**src/core/pcg_consts.svh**
```systemverilog
// register offsets, field positions, reset values and timing counts
`ifndef PCG_CONSTS_SVH
`define PCG_CONSTS_SVH

`define PCG_ADDR_W 8
`define PCG_ADDR_CTL 8'h1C
`define PCG_ADDR_BWC 8'h1D
`define PCG_ADDR_MRG 8'h1E

`define PCG_RST_CTL 8'h2F
`define PCG_RST_BWC 8'h00
`define PCG_RST_MRG 8'h66

`define PCG_CTL_IRQ_EN 7
`define PCG_CTL_FLAG 6
`define PCG_CTL_PWR 5
`define PCG_CTL_SRC 4
`define PCG_CTL_ONES 4'hF

`define PCG_BWC_AUTO 7
`define PCG_BWC_LOCK 6
`define PCG_BWC_TRK 5

`define PCG_MRG_N_HI 7
`define PCG_MRG_N_LO 4
`define PCG_MRG_L_HI 3
`define PCG_MRG_L_LO 0

`define PCG_NOM_HZ 32'd4915200
`define PCG_HOLD_EDGES 2'h3

`define PCG_DET_WINDOW 8'h10
`define PCG_DET_TRK_TOL 8'h02
`define PCG_DET_UNT_TOL 8'h03
`define PCG_DET_LOCK_TOL 8'h01
`define PCG_DET_UNL_TOL 8'h02

`endif

```
**src/core/pcg_pkg.sv**
```systemverilog
// types shared by the clock generator modules
package pcg_pkg;

    typedef struct packed {
        logic irq_en;
        logic power_on;
        logic src_sel;
    } pcg_ctl_s;

    typedef struct packed {
        logic auto_bw;
        logic trk_manual;
    } pcg_bwc_s;

    typedef struct packed {
        logic [3:0] mult;
        logic [3:0] range;
    } pcg_mrg_s;

    typedef enum logic [2:0] {
        SEL_RUN = 3'b001,
        SEL_HOLD_OLD = 3'b010,
        SEL_HOLD_NEW = 3'b100
    } pcg_sel_e;

endpackage

```
**src/core/pcg_lock_det.sv**
```systemverilog
// frequency lock detector: counts feedback edges per reference window
`timescale 1ns/1ns
`default_nettype none
`include "pcg_consts.svh"
module pcg_lock_det
    import pcg_pkg::*;
#(
    parameter logic [7:0] WINDOW = `PCG_DET_WINDOW,
    parameter logic [7:0] TRK_TOL = `PCG_DET_TRK_TOL,
    parameter logic [7:0] UNT_TOL = `PCG_DET_UNT_TOL,
    parameter logic [7:0] LOCK_TOL = `PCG_DET_LOCK_TOL,
    parameter logic [7:0] UNL_TOL = `PCG_DET_UNL_TOL
)
(
    input wire logic core_clk,
    input wire logic nrst,
    input wire logic run,
    input wire logic ref_rise,
    input wire logic fb_rise,
    output logic tracking,
    output logic locked
);
    logic [7:0] ref_cnt_ff;
    logic [7:0] fb_cnt_ff;
    logic tracking_ff;
    logic locked_ff;
    logic win_end;
    logic [7:0] fb_total;
    logic [7:0] err;

    assign win_end = ref_rise && (ref_cnt_ff == WINDOW - 8'h01);
    assign fb_total = fb_cnt_ff + {7'h00, fb_rise};
    assign err = (fb_total > WINDOW) ? fb_total - WINDOW : WINDOW - fb_total;

    always_ff @(posedge core_clk)
    begin
        if (!nrst || !run || win_end)
        begin
            ref_cnt_ff <= 8'h00;
            fb_cnt_ff <= 8'h00;
        end
        else
        begin
            if (ref_rise)
                ref_cnt_ff <= ref_cnt_ff + 8'h01;
            if (fb_rise && fb_cnt_ff != 8'hFF)
                fb_cnt_ff <= fb_cnt_ff + 8'h01;
        end
    end

    // separate enter and leave tolerances give hysteresis against chatter
    always_ff @(posedge core_clk)
    begin
        if (!nrst || !run)
        begin
            tracking_ff <= 1'b0;
            locked_ff <= 1'b0;
        end
        else if (win_end)
        begin
            if (err <= TRK_TOL)
                tracking_ff <= 1'b1;
            else if (err > UNT_TOL)
                tracking_ff <= 1'b0;
            if (err <= LOCK_TOL)
                locked_ff <= 1'b1;
            else if (err > UNL_TOL)
                locked_ff <= 1'b0;
        end
    end

    assign tracking = tracking_ff;
    assign locked = locked_ff;
endmodule
`default_nettype wire

```
**src/core/pcg_top.sv**
```systemverilog
// clock generator control: registers, dividers, selector, lock logic
// Operation
// RULE1: base clock is crystal or vco clock halved, chosen by software
// RULE2: crystal clock buffered to loop reference, same frequency as final one
// RULE3: vco clock divided modulo N to give the feedback clock
// RULE4: vco center frequency is L times nominal, range half to double
// RULE5: lock detector compares feedback and reference frequencies
// RULE6: acquisition mode reads as tracking bit zero
// RULE7: tracking whenever not in acquisition or tracking bit is one
// RULE8: in automatic mode the detector switches filter mode itself
// RULE9: automatic mode: tracking bit read-only, set/cleared by tolerances
// RULE10: automatic mode: settled flag read-only with lock/unlock tolerances
// RULE11: automatic mode with enable: interrupt on each lock change
// RULE12: software uses vco source only once settled flag is one
// RULE13: manual mode: tracking bit is a writable filter mode control
// RULE14: manual mode: software clears tracking bit before loop power on
// RULE15: manual mode: software waits acquisition time before tracking
// RULE16: manual mode: software waits lock time before choosing vco
// RULE17: manual mode: settled flag off and no interrupts
// RULE18: crystal oscillator runs only while oscillator enable is high
// RULE19: multiplier register: N in upper nibble, L in lower nibble
// RULE20: N of zero divides by one; L of zero disables loop
// RULE21: refuse vco while off, off while vco, and both changes at once
// RULE22: source change holds base clock up to three edges each clock
// RULE23: detector counts feedback edges per reference window vs tolerances
//
// Strobed register access is this design's own decision.
`timescale 1ns/1ns
`default_nettype none
`include "pcg_consts.svh"
module pcg_top
    import pcg_pkg::*;
#(
    parameter logic [7:0] DET_WINDOW = `PCG_DET_WINDOW,
    parameter logic [7:0] TRK_TOL = `PCG_DET_TRK_TOL,
    parameter logic [7:0] UNT_TOL = `PCG_DET_UNT_TOL,
    parameter logic [7:0] LOCK_TOL = `PCG_DET_LOCK_TOL,
    parameter logic [7:0] UNL_TOL = `PCG_DET_UNL_TOL
)
(
    input wire logic core_clk,
    input wire logic nrst,
    input wire logic [`PCG_ADDR_W-1:0] reg_addr,
    input wire logic [7:0] reg_wdata,
    input wire logic reg_wr,
    input wire logic reg_rd,
    output logic [7:0] reg_rdata,
    input wire logic oscillator_enable_in,
    input wire logic oscillator_input_pin,
    output logic oscillator_output_pin,
    input wire logic vco_clock,
    output logic crystal_clock,
    output logic loop_reference_clock,
    output logic final_reference_clock,
    output logic vco_feedback_clock,
    output logic base_clock_out,
    output logic loop_enable,
    output logic filter_tracking,
    output logic [3:0] vco_range_select,
    output logic [31:0] vco_center_hz,
    output logic clockgen_irq
);
    // pin synchronisers: index 0 oscillator pin, index 1 vco clock
    logic [1:0] pin_raw;
    logic [1:0] sync1_ff;
    logic [1:0] sync2_ff;
    logic [1:0] sync3_ff;
    logic [1:0] clean_ff;
    logic [1:0] rise;

    assign pin_raw = {vco_clock, oscillator_input_pin};

    genvar gi;
    generate
        for (gi = 0; gi < 2; gi++)
        begin : g_sync
            always_ff @(posedge core_clk)
            begin
                if (!nrst)
                begin
                    sync1_ff[gi] <= 1'b0;
                    sync2_ff[gi] <= 1'b0;
                    sync3_ff[gi] <= 1'b0;
                    clean_ff[gi] <= 1'b0;
                end
                else
                begin
                    sync1_ff[gi] <= pin_raw[gi];
                    sync2_ff[gi] <= sync1_ff[gi];
                    sync3_ff[gi] <= sync2_ff[gi];
                    if (sync2_ff[gi] == sync3_ff[gi])
                        clean_ff[gi] <= sync2_ff[gi];
                end
            end
            assign rise[gi] = (sync2_ff[gi] == sync3_ff[gi])
                && sync2_ff[gi] && !clean_ff[gi];
        end
    endgenerate

    // register state
    pcg_ctl_s ctl_ff;
    pcg_bwc_s bwc_ff;
    pcg_mrg_s mrg_ff;
    logic flag_ff;
    logic [7:0] rdata_ff;

    logic loop_on;
    logic src_vco;
    logic xtal_rise;
    logic vco_rise;
    logic trk_det;
    logic lock_det;
    logic trk_bit;
    logic lock_bit;
    logic lock_bit_ff;
    logic lock_edge;
    logic fb_pulse_ff;

    function automatic logic hit(input logic [`PCG_ADDR_W-1:0] a,
                                 input logic [`PCG_ADDR_W-1:0] off);
        hit = (a == off);
    endfunction

    // crystal stops when the system disables the oscillator
    assign xtal_rise = rise[0] && oscillator_enable_in; // see RULE18
    // loop needs power, a nonzero range and a running crystal
    assign loop_on = ctl_ff.power_on && (mrg_ff.range != 4'h0)
        && oscillator_enable_in; // see RULE20
    assign vco_rise = rise[1] && loop_on;
    // zero range forces the crystal as source
    assign src_vco = ctl_ff.src_sel && (mrg_ff.range != 4'h0); // see RULE20

    // control register write, with refusal of illegal combinations
    logic wr_ctl;
    logic want_pwr;
    logic want_src;
    logic chg_pwr;
    logic chg_src;

    assign wr_ctl = reg_wr && hit(reg_addr, `PCG_ADDR_CTL);
    assign want_pwr = reg_wdata[`PCG_CTL_PWR];
    assign want_src = reg_wdata[`PCG_CTL_SRC];
    assign chg_pwr = want_pwr != ctl_ff.power_on;
    assign chg_src = want_src != ctl_ff.src_sel;

    always_ff @(posedge core_clk)
    begin
        if (!nrst)
        begin
            ctl_ff.irq_en <= 1'(`PCG_RST_CTL >> `PCG_CTL_IRQ_EN);
            ctl_ff.power_on <= 1'b1;
            ctl_ff.src_sel <= 1'b0;
        end
        else if (wr_ctl)
        begin
            ctl_ff.irq_en <= reg_wdata[`PCG_CTL_IRQ_EN];
            // both at once is rejected, each alone is checked
            if (!(chg_pwr && chg_src)) // see RULE21
            begin
                if (chg_pwr && !(!want_pwr && ctl_ff.src_sel)) // see RULE21
                    ctl_ff.power_on <= want_pwr;
                if (chg_src && !(want_src && !ctl_ff.power_on)
                    && !(want_src && mrg_ff.range == 4'h0)) // see RULE21
                    ctl_ff.src_sel <= want_src;
            end
        end
    end

    // bandwidth register
    always_ff @(posedge core_clk)
    begin
        if (!nrst)
        begin
            bwc_ff.auto_bw <= 1'b0;
            bwc_ff.trk_manual <= 1'b0;
        end
        else if (reg_wr && hit(reg_addr, `PCG_ADDR_BWC))
        begin
            bwc_ff.auto_bw <= reg_wdata[`PCG_BWC_AUTO];
            // the mode bit is only a control while in manual mode
            if (!bwc_ff.auto_bw) // see RULE13
                bwc_ff.trk_manual <= reg_wdata[`PCG_BWC_TRK];
        end
    end

    // multiplier and range register
    always_ff @(posedge core_clk)
    begin
        if (!nrst)
            mrg_ff <= `PCG_RST_MRG;
        else if (reg_wr && hit(reg_addr, `PCG_ADDR_MRG))
            mrg_ff <= reg_wdata; // see RULE19
    end

    // lock detector runs only in automatic mode with the loop on
    pcg_lock_det #(
        .WINDOW(DET_WINDOW),
        .TRK_TOL(TRK_TOL),
        .UNT_TOL(UNT_TOL),
        .LOCK_TOL(LOCK_TOL),
        .UNL_TOL(UNL_TOL)
    ) u_det (
        .core_clk(core_clk),
        .nrst(nrst),
        .run(loop_on && bwc_ff.auto_bw), // see RULE8
        .ref_rise(xtal_rise), // see RULE5
        .fb_rise(fb_pulse_ff),
        .tracking(trk_det), // see RULE9
        .locked(lock_det) // see RULE10 RULE23
    );

    // in manual mode the settled flag is held off
    assign lock_bit = bwc_ff.auto_bw && lock_det; // see RULE17
    assign trk_bit = bwc_ff.auto_bw ? trk_det : bwc_ff.trk_manual; // see RULE6

    always_ff @(posedge core_clk)
    begin
        if (!nrst)
            lock_bit_ff <= 1'b0;
        else
            lock_bit_ff <= lock_bit;
    end

    assign lock_edge = bwc_ff.auto_bw && (lock_bit != lock_bit_ff);

    // change flag clears on a control read; a new change wins over it
    always_ff @(posedge core_clk)
    begin
        if (!nrst)
            flag_ff <= 1'b0;
        else if (lock_edge) // see RULE11
            flag_ff <= 1'b1;
        else if (reg_rd && hit(reg_addr, `PCG_ADDR_CTL))
            flag_ff <= 1'b0;
    end

    assign clockgen_irq = flag_ff && ctl_ff.irq_en
        && bwc_ff.auto_bw; // see RULE11 RULE17

    // register read, data valid the cycle after the strobe only
    always_ff @(posedge core_clk)
    begin
        if (!nrst || !reg_rd)
            rdata_ff <= 8'h00;
        else if (hit(reg_addr, `PCG_ADDR_CTL))
            rdata_ff <= {ctl_ff.irq_en, flag_ff, ctl_ff.power_on,
                ctl_ff.src_sel, `PCG_CTL_ONES};
        else if (hit(reg_addr, `PCG_ADDR_BWC))
            rdata_ff <= {bwc_ff.auto_bw, lock_bit, trk_bit, 5'h00};
        else if (hit(reg_addr, `PCG_ADDR_MRG))
            rdata_ff <= mrg_ff;
        else
            rdata_ff <= 8'h00;
    end

    assign reg_rdata = rdata_ff;

    // feedback divider: one pulse every N vco edges
    logic [3:0] n_eff;
    logic [3:0] fb_cnt_ff;

    assign n_eff = (mrg_ff.mult == 4'h0) ? 4'h1 : mrg_ff.mult; // see RULE20

    always_ff @(posedge core_clk)
    begin
        if (!nrst || !loop_on)
        begin
            fb_cnt_ff <= 4'h0;
            fb_pulse_ff <= 1'b0;
        end
        else if (vco_rise && fb_cnt_ff >= n_eff - 4'h1) // see RULE3
        begin
            fb_cnt_ff <= 4'h0;
            fb_pulse_ff <= 1'b1;
        end
        else
        begin
            if (vco_rise)
                fb_cnt_ff <= fb_cnt_ff + 4'h1;
            fb_pulse_ff <= 1'b0;
        end
    end

    // clock outputs and loop controls
    logic xtal_ff;
    logic osc_out_ff;
    logic trk_out_ff;
    logic [31:0] center_ff;

    always_ff @(posedge core_clk)
    begin
        if (!nrst)
        begin
            xtal_ff <= 1'b0;
            osc_out_ff <= 1'b0;
        end
        else
        begin
            xtal_ff <= clean_ff[0] && oscillator_enable_in; // see RULE18
            osc_out_ff <= oscillator_enable_in && !clean_ff[0];
        end
    end

    always_ff @(posedge core_clk)
    begin
        if (!nrst)
        begin
            trk_out_ff <= 1'b0;
            center_ff <= 32'h0;
        end
        else
        begin
            // tracking when the loop is on and the mode bit is one, acquisition otherwise
            trk_out_ff <= loop_on && trk_bit; // see RULE7
            center_ff <= 32'({28'h0, mrg_ff.range} * `PCG_NOM_HZ); // see RULE4
        end
    end

    assign crystal_clock = xtal_ff;
    // reference path is a buffer: same frequency end to end
    assign loop_reference_clock = xtal_ff; // see RULE2
    assign final_reference_clock = xtal_ff; // see RULE2
    assign vco_feedback_clock = fb_pulse_ff;
    assign oscillator_output_pin = osc_out_ff;
    assign filter_tracking = trk_out_ff;
    assign loop_enable = loop_on;
    assign vco_range_select = mrg_ff.range;
    assign vco_center_hz = center_ff;

    // base clock selector with glitch-free hand-over
    pcg_sel_e sel_st_ff;
    logic cur_vco_ff;
    logic [1:0] hold_cnt_ff;
    logic base_ff;
    logic old_rise;
    logic new_rise;
    logic cur_rise;

    assign old_rise = cur_vco_ff ? vco_rise : xtal_rise;
    assign new_rise = src_vco ? vco_rise : xtal_rise;
    assign cur_rise = cur_vco_ff ? vco_rise : xtal_rise;

    // a stopped loop would hang the old-source wait, so it ends when the loop is off
    always_ff @(posedge core_clk)
    begin
        if (!nrst)
        begin
            sel_st_ff <= SEL_RUN;
            cur_vco_ff <= 1'b0;
            hold_cnt_ff <= 2'h0;
        end
        else
        begin
            unique case (sel_st_ff)
                SEL_RUN:
                    if (src_vco != cur_vco_ff) // see RULE22
                    begin
                        sel_st_ff <= SEL_HOLD_OLD;
                        hold_cnt_ff <= 2'h0;
                    end
                SEL_HOLD_OLD:
                    if (old_rise || !loop_on)
                    begin
                        if (hold_cnt_ff == `PCG_HOLD_EDGES - 2'h1 || !loop_on)
                        begin
                            sel_st_ff <= SEL_HOLD_NEW;
                            hold_cnt_ff <= 2'h0;
                        end
                        else
                            hold_cnt_ff <= hold_cnt_ff + 2'h1;
                    end
                SEL_HOLD_NEW:
                    if (new_rise)
                    begin
                        if (hold_cnt_ff == `PCG_HOLD_EDGES - 2'h1)
                        begin
                            sel_st_ff <= SEL_RUN;
                            cur_vco_ff <= src_vco; // see RULE1
                        end
                        else
                            hold_cnt_ff <= hold_cnt_ff + 2'h1;
                    end
                default:
                    sel_st_ff <= SEL_RUN;
            endcase
        end
    end

    // halving gives a 50% duty base clock whatever the source duty
    always_ff @(posedge core_clk)
    begin
        if (!nrst)
            base_ff <= 1'b0;
        else if (sel_st_ff == SEL_RUN && cur_rise)
            base_ff <= !base_ff; // see RULE1 RULE22
    end

    assign base_clock_out = base_ff;
endmodule
`default_nettype wire

```
**config.mk**
```make
export PLATFORM = sky130hd
export DESIGN_NAME = pcg_top
export DESIGN_NICKNAME = d
export VERILOG_FILES = /design/src/core/pcg_pkg.sv /design/src/core/pcg_lock_det.sv /design/src/core/pcg_top.sv
export VERILOG_INCLUDE_DIRS = /design/src /design/src/core
export SDC_FILE = /design/constraint.sdc
export NUM_CORES = 1
export LEC_CHECK = 0
export BUFFER_PORTS_ARGS = -buffer_cell sky130_fd_sc_hd__buf_2
export CAP_MARGIN = 20
export CORE_MARGIN = 3
export CORE_UTILIZATION = 59
export CTS_CLUSTER_DIAMETER = 30
export DETAILED_ROUTE_END_ITERATION = 8
export PLACE_DENSITY = 0.84
export SLEW_MARGIN = 10
export SYNTH_ARGS = -nofsm -noshare
export SYNTH_HDL_FRONTEND = slang
export SYNTH_HIERARCHICAL = 1
export SYNTH_SLANG_ARGS = --single-unit
```
**constraint.sdc**
```tcl
create_clock -name core_clk -period 7.25 [get_ports core_clk]
set_input_delay 1.0875 -clock core_clk [delete_from_list [all_inputs] [get_ports core_clk]]
set_output_delay 1.0875 -clock core_clk [all_outputs]
set_load 0.005 [all_outputs]
```
==> metrics.md, run 1 <==
| Metric | Value |
|---|---|
| Number of max-cap violations | 0 |
| All-Layer GR Usage | 21.6% |
| Inst Count DP | 588 |
| P&R area growth vs syn | 9.64% |
| Clock Sinks | 75 |
| CP dominant cell by count | ha_1 |
| Total die area | between 8000 and 9000 um^2 |
| Placed inst area | 4300 um^2 |
| Worst skew pair latency | 0.35 ns |
| Post-CTS Setup Inserts | 0 |
| CP bufs+invs | 1 |
| H-tree Lvls | 3 |
| TritonCTS Buffers | 9 |
| Antenna violations before repair | 0 |
| Layout cells sized above 1 | 16.1% |
| Largest net degree at the start of global routing | 38 |
| Post-synthesis sequential area ratio | 36.4% |
| Data arrival time of the worst path | 3.35 ns |
| Die Span Y | about 90 um |
| Total gr overflow | 0 |
| # diodes | 0 |
| Num rows | 29 |
| #FFs+latches synth | 75 |
| Reg2Reg Setup Slack | around 4.2 ns |
| CTS tree | yes |
| CTS max path bufs | 2 |
| Fin. max-slew vios | 0 |
| Critical path class | flop to flop |
| Worst vdd ir | 0.132 mV |
| DIE WIDTH | 89.6 um |
| Crit-path max FO | 11 |
| Commonest non-fill, non-tap cell in the layout | dfxtp_1 |
| Fill cell count | roughly 520 |
| Final Power | 0.000864 W |
| Leakage power | 1.94 nW |
| ANT nets after route | 0 |
| Cts hold-fix bufs | 0 |
| Fin nets | 559 |
| Detail Placement HPWL | roughly 6.2 mm |
| First-pass GRT wire length | 13.6 mm |
| Post-Layout Cell Count | roughly 600 |
| Top_reg_cell synth | dfxtp_1 |
| Commonest non-fill, non-tap cells in the layout | 75 x dfxtp_1, 54 x buf_2, 47 x nor2_1 |
| DR vias | 3299 |
| Clock skew | 0.0123 ns |
| Max Clk Rate | ~0.33 GHz |
| Worst Setup Start Kind | flop |
| Drt initial violations | 174 |
| Slowest stage cell, crit path | or4b_1 |
| Total negative slack | 0 ns |
| CORE AREA | 6570 um^2 |
| Synth cell types | 68 |
| Slowest stage delay, CP | 0.47 ns |
| Drt total wl | 8.43 mm |
| CTS clock-pin slew for the worst setup and hold paths | 0.08 ns |
| IO Pins | between 70 and 80 |
| Hold Fails Final Rpt | 0 |
| Required time of the worst setup path | 7.53 ns |
| Cts repair resizes | 0 |
| DR pass1 iterations | 4 |
| Mean number of vias per cell | 5.48 |
| Fin util | between 60% and 70% |
| Period utilization | 42.3% |
| Netlist Area Pre-Place | 4130 um^2 |
| Initial cell density of the core | 62.8% |
| Yosys Warn Count | 6 |
| Synth Instances | 465 |
| RSZ-0062 raised after global routing | false |
| Number of synthesized flops with an enable pin | 0 |
| Vias in the first global route | roughly 3000 |
| Final setup viols | 0 |
| Syn Area/Cell | 8.87 um^2 |
| Status | completed |
| Chain of cells forming the critical path | ha_1, ha_1, inv_1, ha_1, or4b_1, a21oi_1, o21ba_1, o221ai_2, o2111ai_1, or3_1, a21oi_1 |
| Relative slew slack | a little under three fifths |
| HP Class | flop to flop |
| Buffers on Ports | 54 |
| Asr flop ratio synth | 0% |
| Power Density | 191 nW/um^2 |
| Fin area | 4520 um^2 |
| Routability Congestion | between 0.8 and 0.9 |
| Residual DRC count | 0 |
| Final min period | between 3 and 4 ns |
| Worst-Margin Slew | between 0.6 and 0.7 ns |
| Crit path max-delay family | adder cells |
| WL/cell | 14.0 um |
| CTS Root Cell | clkbuf_8 |
| Critical path capture point type | flop |
==> cell families after synthesis <==
| group | after synthesis | share of synthesized area [%] |
|---|---|---|
| AOI/OAI and AO/OA | 85 | 14.5 |
| xor gates and xnor gates | 24 | 5.09 |
| muxes | 20 | 4.85 |
| DFF | 75 | 36.4 |
| adders and majority gates | 30 | 9.28 |
| and+or+nand+nor | 172 | 21.5 |
| other | 1 | 0.0909 |
| buffers and inverters | 58 | 8.34 |
==> cells in the mapped netlist, types with 2 or more instances <==
cell	count	area, um^2
a211oi_1	2	15.0
a21o_1	5	37.5
a21oi_1	27	135
a31oi_1	4	25.0
and2_1	14	87.6
and3_1	6	37.5
and3b_1	2	17.5
buf_2	2	10.0
buf_4	29	218
clkbuf_1	10	37.5
dfxtp_1	75	1500
ha_1	29	363
inv_1	14	52.6
mux2i_1	20	200
nand2_1	38	143
nand2b_1	4	25.0
nand3_1	20	100
nand4_1	4	25.0
nand4b_1	4	35.0
nor2_1	47	176
nor2b_1	4	25.0
nor3_1	7	35.0
nor3b_1	3	22.5
nor4_1	2	12.5
o2111ai_1	2	17.5
o211a_1	2	20.0
o211ai_1	4	30.0
o21ai_0	14	70.1
o21ai_1	2	10.0
o21bai_1	2	15.0
o31a_1	2	17.5
or3_1	7	43.8
xnor2_1	13	114
xor2_1	11	96.3
==> power by group <==
part | internal (W) | switching (W)
registers | 0.000419 | 0.00000532
logic | 0.0000283 | 0.0000357
clock network | 0.000225 | 0.000150
==> per-layer routing <==
metal  up-vias  GRT usage, %  part of all wire, %
li1       1659             -                    -
met5         -             0                    0
met4         0          8.12                  1.6
met1      1546          28.3                   45
met2        82          35.2                   49
met3        12          4.38                  4.4
==> worst paths after layout <==
check,end,startpoint,depth (start not counted)
hold / removal,sync2_ff[0]$_SDFF_PN0_,sync1_ff[0]$_SDFF_PN0_,1
hold reg to reg,sync2_ff[0]$_SDFF_PN0_,sync1_ff[0]$_SDFF_PN0_,1
setup reg to reg,u_det/locked$_SDFFE_PP0P_,u_det/fb_cnt_ff[0]$_SDFFE_PP0P_,11
setup / recovery,u_det/locked$_SDFFE_PP0P_,u_det/fb_cnt_ff[0]$_SDFFE_PP0P_,11
==> through the flow <==
stage	hold WS (ns)	setup WS (ns)
final	0.444	4.18
after global routing	0.478	3.98
after CTS	0.449	4.21
after detailed placement	0.420	4.24
after global placement	0.415	4.31
after floorplan	0.412	4.63
==> area by class of cell <==
cell class	instances	area [um^2]	share of cell area [%]
multi-input cells	352	2360	52.1
repair buffers	54	270	5.97
flip-flops and latches	75	1500	33.2
inverters	14	52.6	1.16
clock inverters	5	104	2.30
well taps	93	116	2.57
clock buffers	9	124	2.74
==> flip-flops by register name, summed over array words and instances (netlist names), 2 cells and up <==
name	flops
bwc_ff	2
sync3_ff	2
ctl_ff	3
vco_range_select	4
sync2_ff	2
sync1_ff	2
fb_cnt_ff	4
mrg_ff	4
u_det/fb_cnt_ff	8
hold_cnt_ff	2
clean_ff	2
vco_center_hz	11
sel_st_ff	3
u_det/ref_cnt_ff	8
reg_rdata	8
No activity file was read; power rests on OpenSTA's default activity.
==> run 2, diff against run 1 <==
--- a/config.mk
+++ b/config.mk
@@ -6,13 +6,14 @@
 export SDC_FILE = /design/constraint.sdc
 export NUM_CORES = 1
 export LEC_CHECK = 0
+export ABC_AREA = 1
 export BUFFER_PORTS_ARGS = -buffer_cell sky130_fd_sc_hd__buf_2
 export CAP_MARGIN = 20
 export CORE_MARGIN = 3
-export CORE_UTILIZATION = 59
+export CORE_UTILIZATION = 51
 export CTS_CLUSTER_DIAMETER = 30
 export DETAILED_ROUTE_END_ITERATION = 8
-export PLACE_DENSITY = 0.84
+export PLACE_DENSITY = 0.77
 export SLEW_MARGIN = 10
 export SYNTH_ARGS = -nofsm -noshare
 export SYNTH_HDL_FRONTEND = slang
==> constraint.sdc (replaced) <==
create_clock -name core_clk -period 2.8 [get_ports core_clk]
set_input_delay 0.42 -clock core_clk [delete_from_list [all_inputs] [get_ports core_clk]]
set_output_delay 0.42 -clock core_clk [all_outputs]
set_load 0.005 [all_outputs]
==> run 2 against run 1 <==
Critical endpoint is now vco_center_hz[23]$_SDFF_PN0_; via count rose by 14%; sequential cell count did not move; sequential share of layout area shrank 2.1 points; area after synthesis grew 5.2%; core utilization shrank 10 points; first-iteration DRC count shrank 22%; highest routed layer unchanged; global-route usage shrank 1.4 points.
==> metrics.md, run 2 <==
| Metric | Value |
|---|---|
| Status | completed |
| Cts hold-fix bufs | 0 |
| Critical path class | flop to flop |
| Critical path capture point type | flop |
| Max Clk Rate | a little over 0.4 GHz |
| HP Class | input pin to flop |
| Clock skew | ~0.013 ns |
| Hold Fails Final Rpt | 0 |
| Adder-cell share of the synthesized area | 8.82% |
| Clock Sinks | 75 |
| Final setup viols | 0 |
| Worst Setup Start Kind | flop |
| Routability Congestion | 0.887 |
| Total die area | 9660 um^2 |
| Worst vdd ir | ~0.33 mV |
| Vias in the first global route | between 3000 and 4000 |
| Post-synthesis compound-gate area fraction | 9.88% |
| Register area | 1500 um^2 |
| Total gr overflow | 0 |
| Number of synthesized flops with an enable pin | 0 |
| Data arrival time of the worst path | ~2.7 ns |
| #FFs+latches synth | 75 |
| CTS clock-pin slew for the worst setup and hold paths | 0.08 ns |
| Netlist Area Pre-Place | around 4300 um^2 |
| CTS max path bufs | 2 |
| TritonCTS Buffers | 9 |
| Post-CTS Setup Inserts | 0 |
| ANT nets after route | 0 |
| WL/cell | approximately 12 um |
| P&R area growth vs syn | 11.1% |
| Antenna violations before repair | 0 |
| Simple logic cell fraction of the synthesized area | 29.8% |
| Largest family of logic cells by synthesized area | simple AND/OR/NAND/NOR gates |
| Num rows | 33 |
| DR vias | 3767 |
| Buffers on Ports | 54 |
| First-pass GRT wire length | 16.2 mm |
| IO Pins | 76 |
| Fin. max-slew vios | 0 |
| Layout cells sized above 1 | 17.4% |
| Total negative slack | 0 ns |
| Final min period | around 2.4 ns |
| Largest net degree at the start of global routing | 19 |
| Drt total wl | about 9.2 mm |
| H-tree Lvls | 3 |
| Mean number of vias per cell | 4.96 |
| Synth Instances | 595 |
| Worst skew pair latency | around 0.35 ns |
| Synth cell count leaders | 124 x nand2_1, 84 x inv_1, 75 x dfxtp_1, 48 x nor2_1, 45 x a21oi_1 |
| Residual DRC count | 0 |
| Worst-Margin Slew | 0.530 ns |
| Footprint of the multi-input gates | about 2300 um^2 |
| Max reg flops | 11 |
| CTS Root Cell | clkbuf_8 |
| Top_reg_cell synth | dfxtp_1 |
| Top cells by area, synth | dfxtp_1 35%, nand2_1 11%, ha_1 8.4% |
| Syn Area/Cell | roughly 7.3 um^2 |
| Number of max-cap violations | 0 |
| Detail Placement HPWL | between 7 and 8 mm |
| Yosys Warn Count | 6 |
| Period utilization | approximately 87% |
| Final Power | 0.00233 W |
| Drt initial violations | 136 |
| Fill cell count | ~740 |
| CTS tree | yes |
| Most frequent cell after synthesis | nand2_1 |
| RSZ-0062 raised after global routing | false |
| All-Layer GR Usage | 20.2% |
| Power Density | 483 nW/um^2 |
| Synth top area share | 34.6% |
| DR pass1 iterations | 4 |
| Relative slew slack | 64.6% |
| Post-synth top area cell | dfxtp_1 |
| Cts repair resizes | 0 |
| Required time of the worst setup path | 3.02 ns |
| Crit-path max FO | 6 |
| Commonest non-fill, non-tap cells in the layout | 124 x nand2_1, 84 x inv_1, 75 x dfxtp_1 |
| Leakage power | 2.42 nW |
| Asr flop ratio synth | 0% |
| Post-synthesis sequential area ratio | 34.6% |
| Commonest non-fill, non-tap cell in the layout | nand2_1 |
| XOR/XNOR Fraction of Synth Area | under 10% |
| Die Span Y | 98.3 um |
| # diodes | 0 |
| Synth cell types | 37 |
| Initial cell density of the core | a little over half |
| Post-synthesis mux area share | 0.692% |
| Fin nets | 702 |
| CORE AREA | 8260 um^2 |
| DIE WIDTH | between 90 and 100 um |
## run 2: cell count changes after synthesis, sizes merged, moves of 14 or more
cell / change
mux2i: -17
o21ai: +18
and2: -14
a21oi: +17
nand3: +21
nand2: +103
inv: +73
## run 2: final timing paths
| check | endpoint | slack (ns) | startpoint | depth (start not counted) |
|---|---|---|---|---|
| max | vco_center_hz[23]$_SDFF_PN0_ | 0.36 | vco_range_select[3]$_SDFFE_PN0P_ | 10 |
| min | sync1_ff[1]$_SDFF_PN0_ | 0.26 | vco_clock | 3 |
| max reg2reg | vco_center_hz[23]$_SDFF_PN0_ | 0.36 | vco_range_select[3]$_SDFFE_PN0P_ | 10 |
| min reg2reg | sync2_ff[0]$_SDFF_PN0_ | 0.41 | sync1_ff[0]$_SDFF_PN0_ | 2 |
## run 2: routing by layer
layer / share of wire [%] / track usage [%]
met5: 0 / 0
met4: 1.2 / 6.62
met3: 5.5 / 6.50
met2: 51 / 34.5
met1: 43 / 24.0
## run 2: stage by stage
step	cell area, um^2	cells	hold WS [ns]	util (%)	worst slack, ns
2_1_floorplan	4420	615	0.390	-	0.542
3_3_place_gp	4600	743	0.393	55.7	0.518
3_5_place_dp	4600	743	0.408	55.7	0.379
4_1_cts	4820	759	0.245	58.4	0.376
5_1_grt	4820	759	0.263	58.4	0.132
6_report	4820	759	0.260	58.4	0.359
## run 2: kinds of logic after synthesis
kind of cell             after synthesis
multiplexers                           3
buffers and inverters                123
adder cells (fa/ha/maj)               30
AO/OA/AOI/OAI                         83
AND/OR/NAND/NOR                      267
other                                  1
flip-flops                            75
XOR/XNOR                              13
## run 2: report_power, final
group | switching, W | internal [W] | total, W
logic | 0.000178 | 0.0000947 | 0.000273
clock network | 0.000388 | 0.000550 | 0.000938
registers | 0.0000204 | 0.00110 | 0.00112
## run 2: worst max-delay path, stage by stage, from the launching register on
cell and delay, ns:
dfxtp_1 0.43, inv_1 0.12, ha_1 0.31, fa_1 0.40
ha_1 0.34, nand3_1 0.11, a21boi_0 0.23, o21ai_0 0.11
nand2_1 0.09, nand2_1 0.05, nor3b_1 0.13
## run 2: area by class of cell
class                   count  area share, %
multi-input cells         417           48.4
flip-flops and latches     75           31.1
inverters                  89           6.95
repair buffers             57           6.07
clock buffers              12           3.22
well taps                 105           2.72
clock inverters             4           1.50
==> run 3, diff against run 2 <==
--- a/config.mk
+++ b/config.mk
@@ -10,10 +10,10 @@
 export BUFFER_PORTS_ARGS = -buffer_cell sky130_fd_sc_hd__buf_2
 export CAP_MARGIN = 20
 export CORE_MARGIN = 3
-export CORE_UTILIZATION = 51
+export CORE_UTILIZATION = 59
 export CTS_CLUSTER_DIAMETER = 30
 export DETAILED_ROUTE_END_ITERATION = 8
-export PLACE_DENSITY = 0.77
+export PLACE_DENSITY = 0.83
 export SLEW_MARGIN = 10
 export SYNTH_ARGS = -nofsm -noshare
 export SYNTH_HDL_FRONTEND = slang
==> constraint.sdc (replaced) <==
create_clock -name core_clk -period 3.14 [get_ports core_clk]
set_input_delay 0.471 -clock core_clk [delete_from_list [all_inputs] [get_ports core_clk]]
set_output_delay 0.471 -clock core_clk [all_outputs]
set_load 0.005 [all_outputs]
==> run 3 against run 2 <==
Core utilization grew 9.5 points; combinational power down 11%; clock-buffer cell count shrank 1.
==> metrics.md, run 3 (same netlist as run 2, synthesis figures left out) <==
| Metric | Value |
|---|---|
| Status | completed |
| Combinational power share | between 10% and 20% |
| Register area | 1500 um^2 |
| Final setup viols | 0 |
| Hold WS | about 0.31 ns |
| Internal power | 0.00137 W |
| Max Clk Rate | 0.395 GHz |
| Seq pwr share | 52.9% |
| Worst vdd ir | approximately 0.24 mV |
| Slowest stage delay, CP | between 0.5 and 0.6 ns |
| Mean number of vias per cell | between 5 and 6 |
| Layout cells sized above 1 | 17.1% |
| Commonest non-fill, non-tap cells in the layout | 124 x nand2_1, 84 x inv_1, 75 x dfxtp_1 |
| Slowest stage cell, crit path | dfxtp_1 |
| Largest net degree at the start of global routing | 30 |
| Placed inst area | 4580 um^2 |
| First-pass GRT wire length | roughly 16 mm |
| Cts repair resizes | 0 |
| CP dominant cell by count | nand2_1 |
| CTS tree | yes |
| Hold Fails Final Rpt | 0 |
| Buffers on Ports | 54 |
| Vias in the first global route | roughly 3600 |
| Critical path class | flop to flop |
| Worst-Margin Slew | ~0.50 ns |
| Fin util | 68.0% |
| Fin area | 4740 um^2 |
| Clk pwr share | 34.2% |
| Final Power | roughly 0.0019 W |
| Post-CTS Setup Inserts | 0 |
| Clock Sinks | between 70 and 80 |
| Num rows | 30 |
| Number of max-cap violations | 0 |
| Clock skew | between 0.01 and 0.015 ns |
| IO Pins | 76 |
| Required time of the worst setup path | 3.39 ns |
| Antenna violations before repair | 0 |
| DIE WIDTH | 91.8 um |
| RSZ-0062 raised after global routing | false |
| P_sw | 0.000517 W |
| Power Density | 398 nW/um^2 |
| Crit-path max FO | 8 |
| Drt total wl | 8.99 mm |
| TritonCTS Buffers | 9 |
| WL/cell | 12.0 um |
| Fin nets | 701 |
| Leakage power | 2.38 nW |
| # diodes | 0 |
| CORE AREA | 6980 um^2 |
| ANT nets after route | 0 |
| Worst skew pair latency | about 0.35 ns |
| Commonest non-fill, non-tap cell in the layout | nand2_1 |
| HP Class | input pin to flop |
| Detail Placement HPWL | slightly below 7 mm |
| CTS Root Cell | clkbuf_8 |
| P&R area growth vs syn | 9.28% |
| H-tree Lvls | 3 |
| Total gr overflow | 0 |
| Total die area | between 8000 and 9000 um^2 |
| All-Layer GR Usage | 22.6% |
| Critical path capture point type | flop |
| Period utilization | 80.7% |
| Fill cell count | approximately 590 |
| Footprint of the multi-input gates | 2340 um^2 |
| Die Span Y | 91.8 um |
| DR pass1 iterations | 4 |
| Residual DRC count | 0 |
| Fin. max-slew vios | 0 |
| Data arrival time of the worst path | 2.78 ns |
| Sw frac | a little over a quarter |
| Total negative slack | 0 ns |
| CTS clock-pin slew for the worst setup and hold paths | 0.08 ns |
| Relative slew slack | 66.3% |
| Max reg flops | 11 |
| Final min period | 2.53 ns |
| Cts hold-fix bufs | 0 |
| Initial cell density of the core | about 62% |
| DR vias | 3760 |
| CTS max path bufs | 2 |
| Worst Setup Start Kind | flop |
| Chain of cells forming the critical path | inv_1, ha_1, fa_1, ha_1, nand3_1, nand2_1, nand2_1, nand2_1, a21oi_1, nand2_1, nand2_1, nor2_1 |
| Drt initial violations | 160 |
| Routability Congestion | 0.868 |
run 3: power by group through the flow:
stage | clock [W] | sequential, W | combinational [W]
2_1_floorplan | 0 | 0.00102 | 0.000201
3_3_place_gp | 0 | 0.00102 | 0.000231
3_5_place_dp | 0 | 0.00102 | 0.000241
4_1_cts | 0.000662 | 0.000998 | 0.000241
5_1_grt | 0.000701 | 0.00100 | 0.000289
6_report | 0.000645 | 0.000999 | 0.000242
run 3: worst max-delay path, delay by kind of cell, from the launching register on:
family | cells | cell delay, ns
buf+inv | 1 | 0.14
fa+ha+maj | 3 | 1.09
flops | 1 | 0.51
compound gates | 1 | 0.21
simple gates | 7 | 0.48
run 3: final cells by class:
type                    instances  share of cell area [%]
well taps                      96                    2.53
inverters                      89                    7.07
clock buffers                  11                    2.98
repair buffers                 56                    6.01
clock inverters                 3                   0.527
multi-input cells             417                    49.2
flip-flops and latches         75                    31.6
run 3: layer usage:
metal	vias to the layer above	GRT usage, %	wire length [um]
li1	1949	-	-
met1	1698	27.7	3890
met2	97	39.7	4470
met3	16	3.77	449
met4	0	8.54	176
met5	-	0	0
run 3: path summary, 6_finish.rpt:
path / to / start / cells after the start / slack, ns
worst max-delay path: vco_center_hz[24]$_SDFF_PN0_ / vco_range_select[2]$_SDFFE_PN1P_ / 12 / 0.61
worst min-delay path: sync1_ff[1]$_SDFF_PN0_ / vco_clock / 3 / 0.31
worst max register to register: vco_center_hz[24]$_SDFF_PN0_ / vco_range_select[2]$_SDFFE_PN1P_ / 12 / 0.61
worst min register to register: sync2_ff[1]$_SDFF_PN0_ / sync1_ff[1]$_SDFF_PN0_ / 2 / 0.41
run 3: metrics by stage:
stage	setup slack, ns	instances
after detailed placement	0.653	733
after global placement	0.760	733
after CTS	0.627	747
final	0.607	747
after global routing	0.399	747
after floorplan	0.882	615
